[src/include/smm_defs.vh]
`ifndef SMM_DEFS_VH
`define SMM_DEFS_VH

// ****************************************************************
// clock and tick
// ****************************************************************
`define SMM_CLK_NS 10
`define SMM_TICK_NS 1000000
`define SMM_TW 20
`define SMM_TICKW 17

// ****************************************************************
// sensor logic modes
// ****************************************************************
`define SMM_MODE_CONC 2'h0
`define SMM_MODE_L 2'h1
`define SMM_MODE_SEQ 2'h2

// ****************************************************************
// travel directions
// ****************************************************************
`define SMM_DIR_BOTH 2'h0
`define SMM_DIR_UP 2'h1
`define SMM_DIR_DOWN 2'h2

// ****************************************************************
// time limits in ms (timeout in s)
// ****************************************************************
`define SMM_SENS_MIN_MS 20'h007D0
`define SMM_SENS_MAX_MS 20'h01388
`define SMM_SPACING_MS 20'h00096
`define SMM_BLIND_MIN_MS 20'h000FA
`define SMM_BLIND_MAX_MS 20'h003E8
`define SMM_END_MIN_MS 20'h009C4
`define SMM_END_MAX_MS 20'h01770
`define SMM_TMO_MIN_S 8'h0A
`define SMM_MS_PER_S 20'h003E8

// ****************************************************************
// timer slots
// ****************************************************************
`define SMM_T_WIN 0
`define SMM_T_SPC 1
`define SMM_T_TMO 2
`define SMM_T_END 3

`endif

[src/core/smm_sequencer.v]
`timescale 1ns/1ps
`include "smm_defs.vh"

module smm_sequencer
#(
	parameter TICK_CYCLES = `SMM_TICK_NS / `SMM_CLK_NS
)
(
	// clock and reset
	input wire clk,
	input wire reset,
	// configuration
	input wire [1:0] mode,
	input wire [1:0] direction,
	input wire with_enable,
	input wire enable_only,
	input wire closing_sensor,
	input wire blind_en,
	input wire [9:0] blind_ms,
	input wire [12:0] sensor_time_ms,
	input wire min_sensor_time_en,
	input wire [12:0] end_muting_ms,
	input wire [7:0] timeout_sec,
	input wire timeout_unlimited,
	// field inputs
	input wire muting_sensor_a,
	input wire muting_sensor_b,
	input wire muting_sensor_c,
	input wire muting_sensor_d,
	input wire safety_in,
	input wire enable_in,
	// results
	output reg safety_out_q,
	output reg muting_active_q,
	output reg blind_active_q,
	output reg timeout_flag_q,
	output reg refused_flag_q
);

	// ****************************************************************
	// states
	// ****************************************************************
	localparam [2:0] ST_IDLE = 3'h0;
	localparam [2:0] ST_READY = 3'h1;
	localparam [2:0] ST_PAIR = 3'h2;
	localparam [2:0] ST_MUTE = 3'h4;
	localparam [2:0] ST_BLIND = 3'h5;
	localparam [2:0] ST_REFUSE = 3'h6;

	reg [2:0] state_q;
	reg [2:0] state_d;
	reg dir_up_q;
	reg dir_up_d;
	reg en_prev_q;
	reg arm_q;
	reg safe_prev_q;
	reg third_seen_q;
	reg rel_q;
	wire tick;
	wire [3:0] tmr_clr;
	wire [3:0] tmr_exp;
	wire [4*`SMM_TW-1:0] tmr_lim;

	// ****************************************************************
	// clamp configured times into their legal ranges
	// ****************************************************************
	function [`SMM_TW-1:0] clamp;
		input [`SMM_TW-1:0] v;
		input [`SMM_TW-1:0] lo;
		input [`SMM_TW-1:0] hi;
		begin
			clamp = (v < lo) ? lo : ((v > hi) ? hi : v);
		end
	endfunction

	wire [`SMM_TW-1:0] sens_lim = clamp({7'h00, sensor_time_ms}, `SMM_SENS_MIN_MS,
		`SMM_SENS_MAX_MS);
	wire [`SMM_TW-1:0] blind_lim = clamp({10'h000, blind_ms}, `SMM_BLIND_MIN_MS,
		`SMM_BLIND_MAX_MS);
	wire [`SMM_TW-1:0] end_lim = clamp({7'h00, end_muting_ms}, `SMM_END_MIN_MS,
		`SMM_END_MAX_MS);
	wire [7:0] tmo_s = (timeout_sec < `SMM_TMO_MIN_S) ? `SMM_TMO_MIN_S : timeout_sec;
	wire [27:0] tmo_prod = tmo_s * `SMM_MS_PER_S;
	wire [`SMM_TW-1:0] tmo_lim = tmo_prod[`SMM_TW-1:0];

	// ****************************************************************
	// decoded conditions
	// ****************************************************************
	wire m_l = (mode == `SMM_MODE_L);
	wire m_seq = (mode == `SMM_MODE_SEQ);
	wire up_ok = (direction != `SMM_DIR_DOWN) || m_l;
	wire down_ok = (direction != `SMM_DIR_UP) && !m_l;
	wire en_rise = enable_in & ~en_prev_q;
	wire en_fall = ~enable_in & en_prev_q;
	wire cancel = with_enable & ~enable_only & en_fall;
	wire armed = ~with_enable | (arm_q & ~cancel);
	wire ab_clear = ~muting_sensor_a & ~muting_sensor_b;
	wire cd_clear = ~muting_sensor_c & ~muting_sensor_d;
	wire pre_ok = safety_in & ab_clear & (m_l | cd_clear);
	wire pair_both = dir_up_q ? (muting_sensor_a & muting_sensor_b) :
		(muting_sensor_c & muting_sensor_d);
	wire pair_any = dir_up_q ? (muting_sensor_a | muting_sensor_b) :
		(muting_sensor_c | muting_sensor_d);
	wire third = dir_up_q ? muting_sensor_c : muting_sensor_b;
	wire curtain_rise = safety_in & ~safe_prev_q;
	wire blind_use = blind_en & (m_l | ~closing_sensor);
	wire spacing_ok = ~min_sensor_time_en | m_l | m_seq | tmr_exp[`SMM_T_SPC];
	wire tmo_hit = tmr_exp[`SMM_T_TMO] & ~timeout_unlimited;
	reg close_now;

	// ****************************************************************
	// cycle sequencing
	// ****************************************************************
	always @*
	begin
		state_d = state_q;
		dir_up_d = dir_up_q;
		close_now = 1'b0;
		case (state_q)
			ST_IDLE:
			begin
				// a cycle may only begin from a clear gap
				if (pre_ok)
					state_d = ST_READY;
			end
			ST_READY:
			begin
				if (!safety_in)
					state_d = ST_IDLE;
				else if (up_ok && (m_seq ? (muting_sensor_a && !muting_sensor_b) :
					!ab_clear) && cd_clear)
				begin
					state_d = ST_PAIR;
					dir_up_d = 1'b1;
				end
				else if (down_ok && (m_seq ? (muting_sensor_d && !muting_sensor_c) :
					!cd_clear) && ab_clear)
				begin
					state_d = ST_PAIR;
					dir_up_d = 1'b0;
				end
				else if (!(ab_clear && cd_clear))
					state_d = ST_REFUSE;
			end
			ST_PAIR:
			begin
				if (!pair_any)
					state_d = ST_IDLE;
				else if (pair_both)
				begin
					// second sensor arrived: check window, spacing and arming
					if (!m_seq && tmr_exp[`SMM_T_WIN])
						state_d = ST_REFUSE;
					else if (spacing_ok && armed && safety_in)
						state_d = ST_MUTE;
					else
						state_d = ST_REFUSE;
				end
				else if (!m_seq && tmr_exp[`SMM_T_WIN])
					state_d = ST_REFUSE;
			end
			ST_MUTE:
			begin
				if (tmo_hit || cancel)
					state_d = ST_IDLE;
				else if (m_l)
					close_now = rel_q & tmr_exp[`SMM_T_END];
				else if (closing_sensor)
					close_now = third_seen_q & ~third;
				else
					close_now = curtain_rise;
				if (close_now && !tmo_hit && !cancel)
					state_d = blind_use ? ST_BLIND : ST_IDLE;
			end
			ST_BLIND:
			begin
				if (cancel)
					state_d = ST_IDLE;
				else if (tmr_exp[`SMM_T_END])
					state_d = ST_IDLE;
			end
			ST_REFUSE:
			begin
				// sit out the bad sequence until the gap is clear
				if (ab_clear && cd_clear)
					state_d = ST_IDLE;
			end
			default:
				state_d = ST_IDLE;
		endcase
	end

	// ****************************************************************
	// timers: window, spacing, timeout, end-of-muting or blind
	// ****************************************************************
	assign tmr_clr[`SMM_T_WIN] = (state_q != ST_PAIR);
	assign tmr_clr[`SMM_T_SPC] = (state_q != ST_PAIR);
	assign tmr_clr[`SMM_T_TMO] = (state_q != ST_MUTE);
	// restart on every state change so blind time starts from zero
	assign tmr_clr[`SMM_T_END] = (state_d != state_q) ||
		!((state_q == ST_BLIND) || ((state_q == ST_MUTE) && m_l && rel_q));
	assign tmr_lim[`SMM_T_WIN*`SMM_TW +: `SMM_TW] = sens_lim;
	assign tmr_lim[`SMM_T_SPC*`SMM_TW +: `SMM_TW] = `SMM_SPACING_MS;
	assign tmr_lim[`SMM_T_TMO*`SMM_TW +: `SMM_TW] = tmo_lim;
	assign tmr_lim[`SMM_T_END*`SMM_TW +: `SMM_TW] = (state_q == ST_BLIND) ? blind_lim :
		end_lim;

	smm_tick #(.TICK_CYCLES(TICK_CYCLES)) u_tick
	(
		.clk(clk),
		.reset(reset),
		.tick_q(tick)
	);

	genvar gi;
	generate
		for (gi = 0; gi < 4; gi = gi + 1)
		begin : g_tmr
			smm_timer u_tmr
			(
				.clk(clk),
				.reset(reset),
				.tick(tick),
				.clear(tmr_clr[gi]),
				.limit(tmr_lim[gi*`SMM_TW +: `SMM_TW]),
				.expired(tmr_exp[gi])
			);
		end
	endgenerate

	// ****************************************************************
	// enable arming, a rise arms one cycle
	// ****************************************************************
	always @(posedge clk or posedge reset)
	begin
		if (reset)
		begin
			en_prev_q <= 1'b1;
			arm_q <= 1'b0;
		end
		else
		begin
			en_prev_q <= enable_in;
			// a fresh rise wins over consumption in the same cycle
			if (en_rise)
				arm_q <= 1'b1;
			else if (cancel || (state_d == ST_MUTE && state_q != ST_MUTE))
				arm_q <= 1'b0;
		end
	end

	// ****************************************************************
	// cycle bookkeeping
	// ****************************************************************
	always @(posedge clk or posedge reset)
	begin
		if (reset)
		begin
			state_q <= ST_IDLE;
			dir_up_q <= 1'b1;
			safe_prev_q <= 1'b0;
			third_seen_q <= 1'b0;
			rel_q <= 1'b0;
		end
		else
		begin
			state_q <= state_d;
			dir_up_q <= dir_up_d;
			safe_prev_q <= safety_in;
			if (state_q != ST_MUTE)
			begin
				third_seen_q <= 1'b0;
				rel_q <= 1'b0;
			end
			else
			begin
				if (third)
					third_seen_q <= 1'b1;
				if (!(muting_sensor_a && muting_sensor_b))
					rel_q <= 1'b1;
			end
		end
	end

	// ****************************************************************
	// outputs; registered from state_d, so in step with state, one cycle behind the inputs
	// ****************************************************************
	always @(posedge clk or posedge reset)
	begin
		if (reset)
		begin
			safety_out_q <= 1'b0;
			muting_active_q <= 1'b0;
			blind_active_q <= 1'b0;
			timeout_flag_q <= 1'b0;
			refused_flag_q <= 1'b0;
		end
		else
		begin
			safety_out_q <= safety_in || (state_d == ST_MUTE) ||
				(state_d == ST_BLIND);
			muting_active_q <= (state_d == ST_MUTE);
			blind_active_q <= (state_d == ST_BLIND);
			// flags stand until the next muting cycle begins
			if (state_q == ST_MUTE && tmo_hit)
				timeout_flag_q <= 1'b1;
			else if (state_d == ST_MUTE && state_q != ST_MUTE)
				timeout_flag_q <= 1'b0;
			if (state_d == ST_REFUSE)
				refused_flag_q <= 1'b1;
			else if (state_d == ST_MUTE && state_q != ST_MUTE)
				refused_flag_q <= 1'b0;
		end
	end

endmodule

[src/core/smm_tick.v]
`timescale 1ns/1ps
`include "smm_defs.vh"

module smm_tick
#(
	parameter TICK_CYCLES = `SMM_TICK_NS / `SMM_CLK_NS
)
(
	// clock and reset
	input wire clk,
	input wire reset,
	// one-cycle pulse per period
	output reg tick_q
);

	reg [`SMM_TICKW-1:0] cnt_q;

	// free running divider, one pulse every TICK_CYCLES clocks
	always @(posedge clk or posedge reset)
	begin
		if (reset)
		begin
			cnt_q <= {`SMM_TICKW{1'b0}};
			tick_q <= 1'b0;
		end
		else if (cnt_q == TICK_CYCLES[`SMM_TICKW-1:0] - 1'b1)
		begin
			cnt_q <= {`SMM_TICKW{1'b0}};
			tick_q <= 1'b1;
		end
		else
		begin
			cnt_q <= cnt_q + 1'b1;
			tick_q <= 1'b0;
		end
	end

endmodule

[src/core/smm_timer.v]
`timescale 1ns/1ps
`include "smm_defs.vh"

module smm_timer
(
	// clock and reset
	input wire clk,
	input wire reset,
	// control
	input wire tick,
	input wire clear,
	input wire [`SMM_TW-1:0] limit,
	// status
	output wire expired
);

	reg [`SMM_TW-1:0] cnt_q;

	// saturating ms counter, held at zero while cleared
	always @(posedge clk or posedge reset)
	begin
		if (reset)
			cnt_q <= {`SMM_TW{1'b0}};
		else if (clear)
			cnt_q <= {`SMM_TW{1'b0}};
		else if (tick && !expired)
			cnt_q <= cnt_q + 1'b1;
	end

	assign expired = (cnt_q >= limit);

endmodule

[config.mk]
export PLATFORM = sky130hd
export DESIGN_NAME = smm_sequencer
export DESIGN_NICKNAME = d
export VERILOG_FILES = /design/src/core/smm_sequencer.v /design/src/core/smm_tick.v /design/src/core/smm_timer.v
export VERILOG_INCLUDE_DIRS = /design/src /design/src/include
export SDC_FILE = /design/constraint.sdc
export NUM_CORES = 1
export LEC_CHECK = 0
export BUFFER_PORTS_ARGS = -buffer_cell sky130_fd_sc_hd__buf_2
export CAP_MARGIN = 20
export CORE_UTILIZATION = 45
export CTS_CLUSTER_DIAMETER = 120
export DETAILED_ROUTE_END_ITERATION = 7
export PLACE_DENSITY = 0.64
export SLEW_MARGIN = 5
export SYNTH_ARGS = -nofsm -noshare
export SYNTH_HDL_FRONTEND = slang
export SYNTH_SLANG_ARGS = --single-unit
[constraint.sdc]
create_clock -name clk -period 4.6 [get_ports clk]
set_input_delay 1.38 -clock clk [delete_from_list [all_inputs] [get_ports clk]]
set_output_delay 1.38 -clock clk [all_outputs]
set_load 0.02 [all_outputs]
### Yosys cells after proc, flatten, opt, wreduce, memory -nomap -nowiden

Index checks and enable logic that the tools add are counted.

* output and inout bits: 5
* bits of input ports: 62
* word-level logic and storage cells: 198
* flip-flop bits (word level): 112

* bitwise operators: 38
* multiplexer cells: 55
* $add $sub $neg: 5
* equal/unequal tests: 17
* $lt $le $gt $ge: 11
* reduce and logical (&&, ||, !) cells: 53
* multipliers: 1

Operators by type and width (count)
* two-way mux 20 bit: 8
* adder 20 x 1 -> 20 bit, second input constant: 4
* two-way mux 13 bit: 5
* two-way mux 3 bit: 14
* greater-or-equal comparator 20 x 13 -> 1 bit: 2
* greater-than comparator 13 bit, second input constant: 2
* logical AND 1 bit: 22
* two-way mux 1 bit: 21
* greater-or-equal comparator 20 x 18 -> 1 bit: 1
* greater-or-equal comparator 20 x 8 -> 1 bit, second input constant: 1
* two-way mux 10 bit: 2
* equality test 3 bit, second input constant: 6
* case mux 3 bit (6 select lines): 1
* nonzero test 2 bit: 9
* adder 17 x 1 -> 17 bit, second input constant: 1
* equality test 17 bit, second input constant: 1
* two-way mux 17 bit: 1
* AND 1 bit: 16
* multiplier 8 x 7 -> 15 bit, second input constant: 1
* inverter 1 bit: 14
* zero test 1 bit: 13
* less-than comparator 13 x 11 -> 1 bit, second input constant: 1
* less-than comparator 13 x 12 -> 1 bit, second input constant: 1
* greater-than comparator 10 bit, second input constant: 1
* other kinds (17): 32

### Depth between registers and ports, before layout

Gate-level depths: netlist of run 1.

* depth after elaboration: 18
* depth in mapped cells: 31
* gate-level depth less buffers: 30

### Modules after synthesis

A second synthesis of run 1 with hierarchy kept.

* cell total of the unflattened synthesis: 1212
* area total of the unflattened synthesis: 10397.5 µm²

By module, submodules not included
* smm_timer: cells each 196, sequential area each 500.5 µm², times used 4, area each 1684.1 µm²
* smm_sequencer: cells each 352, sequential area each 352.8 µm², times used 1, area each 2810.2 µm²
* smm_tick: cells each 76, sequential area each 450.4 µm², times used 1, area each 850.8 µm²

### Worst setup path after synthesis of run 1

Ideal clock, no wire load.

* path type: input-to-reg
* from: in timeout_sec[6]
* to: reg g_tmr[3].u_tmr.cnt_q[5]
* arrival time: 7.344 ns
* stages: 30
* path slack: -2.813 ns
* path through: inv_1 ha_1 and3_1 nand2_1 and2_1 fa_1 xor2_1 ha_1 inv_1 fa_1 fa_1 inv_1 ha_1 o21ai_0 nand2b_1 a21o_1 a21o_1 and3_1 o2111a_1 a211oi_1 ha_1 nand4_1 o41ai_2 o41ai_1 a21oi_2 a211oi_2 nor4b_2 o211ai_4 buf_6 nor2_2

* word-level cells in the longest chain between the ends: 15
* elaborated cells on any way between the ends: 18

Ends and longest elaborated chain
* start, declared: RTL line smm_sequencer.v:23 `input wire [7:0] timeout_sec,`
* less-than comparator 8 x 4 -> 1 bit (no line)
* two-way mux 8 bit (*): RTL line smm_sequencer.v:82 `` wire [7:0] tmo_s = (timeout_sec < `SMM_TMO_MIN_S) ? `SMM_TMO_MIN_S : timeout_sec; ``
* multiplier 8 x 7 -> 15 bit (no line) (*)
* greater-or-equal comparator 20 x 18 -> 1 bit (*): RTL line smm_timer.v:30 `assign expired = (cnt_q >= limit);`
* AND 1 bit (*): RTL line smm_sequencer.v:108 `` wire tmo_hit = tmr_exp[`SMM_T_TMO] & ~timeout_unlimited; ``
* logical OR 1 bit: RTL line smm_sequencer.v:164 `if (tmo_hit || cancel)`
* two-way mux 1 bit: RTL line smm_sequencer.v:164
* two-way mux 1 bit: RTL line smm_sequencer.v:119 `case (state_q)`
* logical AND 1 bit (2 in a row): RTL line smm_sequencer.v:172 `if (close_now && !tmo_hit && !cancel)`
* two-way mux 3 bit (*): RTL line smm_sequencer.v:172
* case mux 3 bit (6 select lines) (*): RTL line smm_sequencer.v:119
* != test 3 bit (*): RTL line smm_sequencer.v:200 `` assign tmr_clr[`SMM_T_END] = (state_d != state_q) || ``
* logical OR 1 bit (*): RTL line smm_sequencer.v:200
* two-way mux 20 bit / nonzero test 2 bit (equally long branches)
* end signal, assigned: RTL line smm_timer.v:23 `` cnt_q <= {`SMM_TW{1'b0}}; ``
* end signal, assigned: RTL line smm_timer.v:25 `` cnt_q <= {`SMM_TW{1'b0}}; ``
* end signal, assigned: RTL line smm_timer.v:27 `cnt_q <= cnt_q + 1'b1;`
* end, declared: RTL line smm_timer.v:17 `` reg [`SMM_TW-1:0] cnt_q; ``

Every way passes the cells marked *; elsewhere a longest branch is shown, timed or not. The select of a mux whose other input is x is not followed.
A chain may end at the register's enable or synchronous reset.

### Final worst setup path of run 1

* from: in timeout_sec[7]
* to: reg g_tmr[3].u_tmr.cnt_q[5]

Same word-level chain as after synthesis.

==> impl_metrics.tcl, run 1 <==
set metrics [dict create \
    cts-buffers-inserted 9 \
    seqPwrFrac_pct 30.2 \
    num_rows 48 \
    grt-ovfl-total 0 \
    cts_hold_buf 0 \
    setup_ws_ns -2.33 \
    fin_util_pct 56.7 \
    finalNetCount 1162 \
    clk_pin_slew_ns 0.07 \
    dr.pass1.iters 4 \
    slew_violations 0 \
    portBuffers 66 \
    fmax_mhz 144 \
    core_area_sq_um 17400 \
    worst_ep_required_time_ns 4.85 \
    crit_path_start_kind "input pin" \
    grt_pass1_vias 6160 \
    irDropWorstVdd_v 0.000180 \
    crit_slowest_cell "fa_1" \
    crit_path_end "g_tmr[3].u_tmr.cnt_q[5]$_DFFE_PP0P_" \
    synth_cells 842 \
    via_count 6352 \
    fillCellCount 1564 \
    critPathMostFrequentCell "fa_1" \
    critPathMaxFanout 7 \
    status "finished, violations left" \
    routedWlPerCell_microns 13.8 \
    worst_r2r_endpoint "g_tmr[3].u_tmr.cnt_q[13]$_DFFE_PP0P_" \
    synth_top_flop_cell "dfrtp_1" \
    clock_latency_ns 0.36 \
    syn_to_final_growth_pct 22.7 \
    critical_path.endpoint_type "flip-flop" \
    post-place-ws_ns -2.80 \
    synth_cell_types 78 \
    ios 67 \
    wirelength_mm 17.0 \
    cts_buffer_depth 2 \
    arrival_ns 7.18 \
    clock_skew_ns 0.00809 \
    p_int_uw 2270 \
    final_common_cell "dfrtp_1" \
    final_area_sq_um 9850 \
    die_w_microns 136 \
    rsz0062_at_grt "true" \
    layout-drive-gt1-share_pct 25.7 \
    r2r-start "state_q[1]$_DFF_PP0_" \
    syn_area_sq_um 8030 \
    synth-seq-cells 112 \
    clockPowerShare_pct 23.1 \
    hold_path_class "flip-flop to flip-flop" \
    drt_first_iter_violations 252 \
    ff2ff_path_depth 16 \
    die-area_sq_um 18400 \
    start_util_pct 46.3 \
    r2r_slack_ns 0.78 \
    synth.avg_cell_area_sq_um 9.53 \
    gp_congestion 0.877 \
    postRouteAntennaNets 0 \
    finalCritPeriodShare_pct 151 \
    violations "negative setup slack" \
    cts.sinks 112 \
    layout_min_cycle_time_ns 6.93 \
    post-dp-hpwl_mm 13.2 \
    relSlewSlack_pct 40.8 \
    ys_seq_area_share_pct 34.9 \
    die_y_microns 136 \
    finalSetupViolCount 41 \
    drc 0 \
    critical_path_class "input pin to flip-flop" \
    post_dp_cell_area_sq_um 9290 \
    clock-root-buffer "clkbuf_16" \
    p_leak_uw 0.00474 \
    ys.warnings.count 0 \
    tightest_slew_ns 0.888 \
    maxCapViolations 0 \
    cp-startpoint "timeout_sec[7]" \
    grtUsageTotal_pct 19.5 \
    switching_share_pct 35.5 \
    max_stage_delay_ns 0.50 \
    drt-vias-per-instance 5.19 \
    htree_levels 3 \
    mostFrequentLayoutCells "110 x dfrtp_1, 84 x ha_1, 83 x buf_4" \
    p_switching_uw 1250 \
    grt_max_degree 49 \
    grt_first_pass_wirelength_mm 28.7 \
    final_hold_viol_count 0 \
    async_flop_share_pct 100 \
    antenna_found_initial 2 \
    synth-edff-count 0 \
    p_per_area_nw_per_um2 357 \
    cts_tree "yes" \
    pwr-share-comb_pct 46.7 \
]
==> metrics by stage <==
stage	setup TNS (ns)	power [uW]	hold WS, ns	instances
floorplan	-89.34	2140	0.446	847
global placement	-104.36	2630	0.469	1196
global route	-103.65	3820	0.492	1224
finish	-92.01	3520	0.484	1225
detailed placement	-109.28	2640	0.470	1196
CTS	-92.34	3530	0.483	1221
==> final cells by class <==
class | instances | area (sq um) | area share [%]
Sequential cell | 112 | 2810 | 28.5
Inverter | 61 | 254 | 2.58
Multi-Input combinational cell | 657 | 5170 | 52.5
Clock inverter | 5 | 61.3 | 0.622
Tap cell | 225 | 282 | 2.86
Timing Repair Buffer | 152 | 1030 | 10.5
Clock buffer | 11 | 243 | 2.46
Antenna cell | 2 | 5.00 | 0.0508
==> cells in the mapped netlist, types with 3 or more instances <==
| cell | n | area, sq um |
|---|---|---|
| nor2_1 | 76 | 285 |
| a21o_1 | 10 | 75.1 |
| nand3_1 | 39 | 195 |
| or2_1 | 4 | 25.0 |
| and3_1 | 19 | 119 |
| and4_1 | 4 | 35.0 |
| or3_1 | 10 | 62.6 |
| xnor2_1 | 26 | 228 |
| dfrtp_1 | 110 | 2750 |
| nor4_1 | 9 | 56.3 |
| fa_1 | 20 | 400 |
| o21ai_1 | 3 | 15.0 |
| mux2i_1 | 3 | 30.0 |
| nor3_1 | 12 | 60.1 |
| nand4_1 | 16 | 100 |
| buf_2 | 3 | 15.0 |
| nor2_2 | 10 | 62.6 |
| inv_1 | 61 | 229 |
| xor2_1 | 40 | 350 |
| nor2b_1 | 9 | 56.3 |
| clkbuf_1 | 10 | 37.5 |
| nand2_1 | 66 | 248 |
| a211oi_1 | 5 | 37.5 |
| o2111ai_1 | 3 | 26.3 |
| nand2b_1 | 9 | 56.3 |
| a41oi_1 | 5 | 43.8 |
| o31ai_1 | 4 | 30.0 |
| ha_1 | 87 | 1090 |
| a211oi_2 | 4 | 50.1 |
| a31oi_1 | 6 | 37.5 |
| nor3b_1 | 4 | 30.0 |
| o21ai_0 | 36 | 180 |
| and2_1 | 27 | 169 |
| a21oi_1 | 34 | 170 |
==> timing repair <==
item                                    CTS  global route
pin swaps                                 7             4
endpoints found under the hold margin     0             0
cloned                                    0             1
endpoints found under the setup margin   41            41
resized for setup                        30            10
setup buffers                             9             2
==> worst max-delay path, delay by kind of cell <==
family	cells	cell delay, ns
xor+xnor	1	0.18
buf+inv	5	0.47
fa+ha+maj	7	2.27
compound gates	10	1.91
simple gates	8	0.93
==> flip-flops by register name, indices dropped and copies added, names as in the netlist <==
signal,flops
arm_q,1
blind_active_q,1
dir_up_q,1
en_prev_q,1
g_tmr.u_tmr.cnt_q,80
muting_active_q,1
refused_flag_q,1
rel_q,1
safe_prev_q,1
safety_out_q,1
state_q,3
third_seen_q,1
timeout_flag_q,1
u_tick.cnt_q,17
u_tick.tick_q,1
==> cells by family (layout without fill, tap and decap cells) <==
logic type | after synthesis | after routing | synth area share, %
AOI/OAI and AO/OA | 137 | 137 | 12.2
adders and majority gates | 108 | 108 | 18.7
buffers and inverters | 78 | 229 | 4.02
other | 1 | 8 | 0.0467
DFF | 112 | 112 | 34.9
muxes | 3 | 3 | 0.374
and+or+nand+nor | 337 | 337 | 22.5
xor gates and xnor gates | 66 | 66 | 7.20
==> power by group through the flow <==
stage | logic [uW] | registers [uW] | clock network [uW]
4_1_cts | 1630 | 1070 | 833
5_1_grt | 1870 | 1070 | 873
2_1_floorplan | 1050 | 1090 | 0
3_5_place_dp | 1560 | 1080 | 0
6_report | 1640 | 1060 | 812
3_3_place_gp | 1550 | 1090 | 0
==> layer usage <==
layer	up-vias	GRT usage [%]	share of wire, %
met4	2	6.80	1.8
met1	2981	25.7	48
met5	-	0	0.071
met3	21	3.52	3.7
met2	99	32.1	47
li1	3249	-	-
==> worst min path at each step <==
stage                                               from                                   end  slack, ns  cells after the start
finish                         u_tick.cnt_q[4]$_DFF_PP0_             u_tick.cnt_q[4]$_DFF_PP0_       0.48                      1
global placement    g_tmr[1].u_tmr.cnt_q[19]$_DFFE_PP0P_  g_tmr[1].u_tmr.cnt_q[19]$_DFFE_PP0P_       0.47                      1
detailed placement             u_tick.cnt_q[4]$_DFF_PP0_             u_tick.cnt_q[4]$_DFF_PP0_       0.47                      1
global route                   u_tick.cnt_q[4]$_DFF_PP0_             u_tick.cnt_q[4]$_DFF_PP0_       0.49                      1
floorplan                      u_tick.cnt_q[4]$_DFF_PP0_             u_tick.cnt_q[4]$_DFF_PP0_       0.45                      1
CTS                            u_tick.cnt_q[4]$_DFF_PP0_             u_tick.cnt_q[4]$_DFF_PP0_       0.48                      1
(Power assumes the default switching activity.)
==> run 2, diff against run 1 <==
CELL_PAD_IN_SITES_DETAIL_PLACEMENT = 0   (was not set)
CELL_PAD_IN_SITES_GLOBAL_PLACEMENT = 1   (was not set)
GPL_ROUTABILITY_DRIVEN = 0   (was not set)
PLACE_DENSITY = 0.78   (was 0.64)
==> impl_metrics.tcl, run 2 (same netlist as run 1, synthesis figures left out) <==
set metrics [dict create \
    status "finished, violations left" \
    violations "negative setup slack" \
    relSlewSlack_pct 39.2 \
    critPathMostFrequentCell "fa_1" \
    num_rows 48 \
    die_w_microns 136 \
    cp-startpoint "timeout_sec[7]" \
    antenna_found_initial 1 \
    largest_reg_flops 80 \
    worst-path-buf-inv 7 \
    finalCritPeriodShare_pct 150 \
    crit_path_start_kind "input pin" \
    htree_levels 3 \
    grt_pass1_vias 6425 \
    r2r-start "state_q[1]$_DFF_PP0_" \
    critical_path.endpoint_type "flip-flop" \
    reg_top3 "g_tmr.u_tmr.cnt_q x80, u_tick.cnt_q x17, state_q x3" \
    layout-drive-gt1-share_pct 27.2 \
    postRouteAntennaNets 0 \
    finalNetCount 1170 \
    maxCapViolations 0 \
    regMostFlops "g_tmr.u_tmr.cnt_q" \
    irDropWorstVdd_v 0.000204 \
    p_per_area_nw_per_um2 351 \
    dr.pass1.iters 6 \
    grt_max_degree 113 \
    cts.sinks 112 \
    wirelength_met1_mm 8.06 \
    core_area_sq_um 17400 \
    highest_layer "met4" \
    die_y_microns 136 \
    worstHoldStart "u_tick.cnt_q[4]$_DFF_PP0_" \
    drc 0 \
    instances_no_fill 1231 \
    tightest_slew_ns 0.904 \
    grtUsageTotal_pct 20.3 \
    fin_util_pct 57.6 \
    dp.cells 1202 \
    drt_first_iter_violations 339 \
    hold_path_class "flip-flop to flip-flop" \
    final_area_sq_um 9990 \
    slew_violations 0 \
    mostFrequentLayoutCells "110 x dfrtp_1, 84 x ha_1, 83 x buf_4" \
    routedWlPerCell_microns 14.1 \
    layout_min_cycle_time_ns 6.90 \
    cts-buffers-inserted 9 \
    grt-ovfl-total 0 \
    ios 67 \
    clk_pin_slew_ns 0.08 \
    drt-vias-per-instance 5.24 \
    start_util_pct 46.3 \
    syn_to_final_growth_pct 24.5 \
    critPathMaxFanout 7 \
    critical_path_class "input pin to flip-flop" \
    arrival_ns 7.15 \
    met3_length_microns 717 \
    cts_buffer_depth 2 \
    fmax_mhz 145 \
    portBuffers 66 \
    clock_skew_ns 0.00861 \
    wirelength_mm 17.4 \
    wl_met2_mm 8.34 \
    setup_ws_ns -2.30 \
    cts_tree "yes" \
    finalSetupViolCount 41 \
    max_stage_delay_ns 0.51 \
    via_count 6445 \
    die-area_sq_um 18400 \
    cpLargestDelayFamily "adder cells" \
    crit_slowest_cell "fa_1" \
    post-dp-hpwl_mm 13.0 \
    final_hold_viol_count 0 \
    rsz0062_at_grt "true" \
    grt_first_pass_wirelength_mm 30.0 \
    holdWs_ns 0.481 \
    final_common_cell "dfrtp_1" \
    post_dp_cell_area_sq_um 9330 \
    worst_ep_required_time_ns 4.85 \
    p_leak_uw 0.00477 \
    n_antenna_cell 0 \
    clock_latency_ns 0.36 \
    clock-root-buffer "clkbuf_16" \
]
-- run 2: layout make-up --
cell class / count / area (sq um)
clock buffer: 10 / 229
clock inverter: 6 / 46.3
fill: 1557 / 7360
inverter: 61 / 254
multi-input combinational: 658 / 5260
sequential: 112 / 2810
tap: 225 / 282
timing repair buffer: 159 / 1110
-- run 2: stage by stage --
step	total power [uW]	setup TNS, ns	worst slack [ns]
finish	3510	-91.28	-2.30
global route	3800	-102.74	-2.58
CTS	3530	-91.86	-2.34
detailed placement	2680	-113.12	-2.97
global placement	2650	-109.03	-2.82
floorplan	2140	-89.34	-2.33
-- run 2: final timing paths --
check                                                        to  slack [ns]  cells after the start
min in group asynchronous   g_tmr[2].u_tmr.cnt_q[5]$_DFFE_PP0P_        1.17                      3
max in group asynchronous   g_tmr[1].u_tmr.cnt_q[1]$_DFFE_PP0P_        3.01                      3
setup reg to reg                      muting_active_q$_DFF_PP0_        0.70                     15
hold reg to reg                       u_tick.cnt_q[4]$_DFF_PP0_        0.48                      1
setup / recovery           g_tmr[3].u_tmr.cnt_q[11]$_DFFE_PP0P_       -2.30                     33
hold / removal                        u_tick.cnt_q[4]$_DFF_PP0_        0.48                      1
-- run 2: timing repair --
action                                  CTS  global route
gates cloned                              1             0
endpoints found under the setup margin   41            41
pin swaps                                24            14
gates resized for setup                  45            19
hold buffers                              0             0
setup buffers                            11             2
-- run 2: layer usage --
layer / global-route usage (%) / up-vias
li1: - / 3260
met1: 26.8 / 3052
met2: 34.0 / 112
met3: 3.82 / 21
met4: 5.74 / 0
met5: 0 / -
-- run 2: worst register-to-register path: cells and delay by family, from the launching register on --
kind	cells	cell delay, ns
flip-flops	1	0.43
AO/OA/AOI/OAI	6	1.37
adder cells (fa/ha/maj)	1	0.26
AND/OR/NAND/NOR	8	1.79
-- run 2: report_power, final --
group	leakage (uW)	internal [uW]	switching (uW)
Combinational	0.00313	826	879
Sequential	0.00151	1030	32.1
Clock	0.000134	372	367
==> run 3, diff against run 2 <==
GPL_TIMING_DRIVEN = 0   (was not set)
SETUP_SLACK_MARGIN = 0.1   (was not set)
SKIP_CTS_REPAIR_TIMING = 1   (was not set)
==> impl_metrics.tcl, run 3 (same netlist as run 1, synthesis figures left out) <==
set metrics [dict create \
    p_per_area_nw_per_um2 344 \
    finalCritPeriodShare_pct 157 \
    drt_first_iter_violations 221 \
    largest_reg_flops 80 \
    critical_path_class "input pin to flip-flop" \
    final_hold_viol_count 0 \
    worst_ep_required_time_ns 4.84 \
    relSlewSlack_pct 37.4 \
    ios 67 \
    finalNetCount 1114 \
    worst_r2r_endpoint "g_tmr[3].u_tmr.cnt_q[10]$_DFFE_PP0P_" \
    critPathMaxFanout 5 \
    slew_violations 0 \
    dr.pass1.iters 4 \
    n_antenna_cell 0 \
    die-area_sq_um 18400 \
    layout_min_cycle_time_ns 7.24 \
    fin_util_pct 55.3 \
    clock_latency_ns 0.36 \
    via_count 6220 \
    die_w_microns 136 \
    clock-root-buffer "clkbuf_16" \
    cts_tree "yes" \
    clock_skew_ns 0.0102 \
    cts.sinks 112 \
    grt-ovfl-total 0 \
    regMostFlops "g_tmr.u_tmr.cnt_q" \
    finalSetupViolCount 41 \
    hold_path_class "flip-flop to flip-flop" \
    irDropWorstVdd_v 0.000224 \
    num_rows 48 \
    start_util_pct 46.3 \
    clockPowerShare_pct 23.4 \
    reg_top3 "g_tmr.u_tmr.cnt_q x80, u_tick.cnt_q x17, state_q x3" \
    violations "negative setup slack" \
    core_area_sq_um 17400 \
    die_y_microns 136 \
    mostFrequentLayoutCells "110 x dfrtp_1, 84 x ha_1, 70 x nor2_1" \
    layout-drive-gt1-share_pct 20.6 \
    tightest_slew_ns 0.932 \
    portBuffers 66 \
    routedWlPerCell_microns 14.4 \
    crit_slowest_cell "fa_2" \
    post_dp_cell_area_sq_um 8840 \
    drt-vias-per-instance 5.29 \
    grtUsageTotal_pct 18.9 \
    p_int_uw 2080 \
    fmax_mhz 138 \
    holdWs_ns 0.479 \
    r2r_slack_ns 0.48 \
    critical_path.endpoint_type "flip-flop" \
    crit_path_start_kind "input pin" \
    grt_first_pass_wirelength_mm 27.5 \
    final_area_sq_um 9610 \
    cts-buffers-inserted 9 \
    final_common_cell "dfrtp_1" \
    ff2ff_path_depth 17 \
    drc 0 \
    seqPwrFrac_pct 32.0 \
    clk_pin_slew_ns 0.07 \
    antenna_found_initial 0 \
    cp-startpoint "timeout_sec[2]" \
    grt_pass1_vias 5964 \
    power_uw 3310 \
    cts_buffer_depth 2 \
    p_switching_uw 1230 \
    maxCapViolations 0 \
    post-dp-hpwl_mm 12.6 \
    fillCellCount 1617 \
    hold_depth 1 \
    syn_to_final_growth_pct 19.7 \
    status "finished, violations left" \
    htree_levels 3 \
    rsz0062_at_grt "true" \
    arrival_ns 7.48 \
    setup_ws_ns -2.64 \
    wirelength_mm 16.9 \
    max_stage_delay_ns 0.56 \
    worstHoldStart "u_tick.cnt_q[4]$_DFF_PP0_" \
    holdPathEnd "u_tick.cnt_q[4]$_DFF_PP0_" \
    pwr-share-comb_pct 44.6 \
    p_leak_uw 0.00451 \
    post-place-ws_ns -3.06 \
    grt_max_degree 83 \
    r2r-start "state_q[1]$_DFF_PP0_" \
    postRouteAntennaNets 0 \
    switching_share_pct 37.0 \
]
-- run 3: final cells by class --
| type | instances | area (sq um) | area share, % |
|---|---|---|---|
| multi-input combinational | 658 | 5280 | 55.0 |
| sequential | 112 | 2810 | 29.2 |
| timing repair buffer | 86 | 574 | 5.98 |
| tap | 225 | 282 | 2.93 |
| inverter | 61 | 259 | 2.70 |
| clock buffer | 12 | 256 | 2.67 |
| buffer | 17 | 113 | 1.17 |
| clock inverter | 4 | 36.3 | 0.378 |
-- run 3: metrics by stage --
step	instances	setup TNS, ns
after global placement	1138	-245.86
after detailed placement	1139	-118.54
final	1175	-102.66
after CTS	1155	-102.59
after global routing	1175	-113.84
after floorplan	847	-89.34
-- run 3: how the worst max path moves through the flow --
stage / end / slack [ns] / cells after the start
after floorplan: g_tmr[3].u_tmr.cnt_q[0]$_DFFE_PP0P_ / -2.33 / 30
after global placement: g_tmr[3].u_tmr.cnt_q[10]$_DFFE_PP0P_ / -3.01 / 30
after detailed placement: g_tmr[3].u_tmr.cnt_q[9]$_DFFE_PP0P_ / -3.06 / 30
after CTS: g_tmr[3].u_tmr.cnt_q[0]$_DFFE_PP0P_ / -2.68 / 30
after global routing: g_tmr[3].u_tmr.cnt_q[7]$_DFFE_PP0P_ / -2.90 / 29
final: g_tmr[3].u_tmr.cnt_q[0]$_DFFE_PP0P_ / -2.64 / 29
-- run 3: power by group through the flow --
stage	sequential [uW]	combinational, uW	clock, uW
5_1_grt	1060	1680	832
3_3_place_gp	1080	1350	0
2_1_floorplan	1090	1050	0
4_1_cts	1060	1380	798
6_report	1060	1480	773
3_5_place_dp	1080	1370	0
-- run 3: layer usage --
layer  track usage, %  routed length, microns
met1             25.4                    8060
met5                0                       0
met4             5.37                     182
met2             30.8                    8050
met3             3.52                     638
-- run 3: worst max-delay path, delay by kind of cell --
kind	cells	cell delay, ns
xor gates and xnor gates	1	0.17
adders and majority gates	6	2.27
buffers and inverters	4	0.45
AOI/OAI and AO/OA	11	2.38
and+or+nand+nor	7	0.83
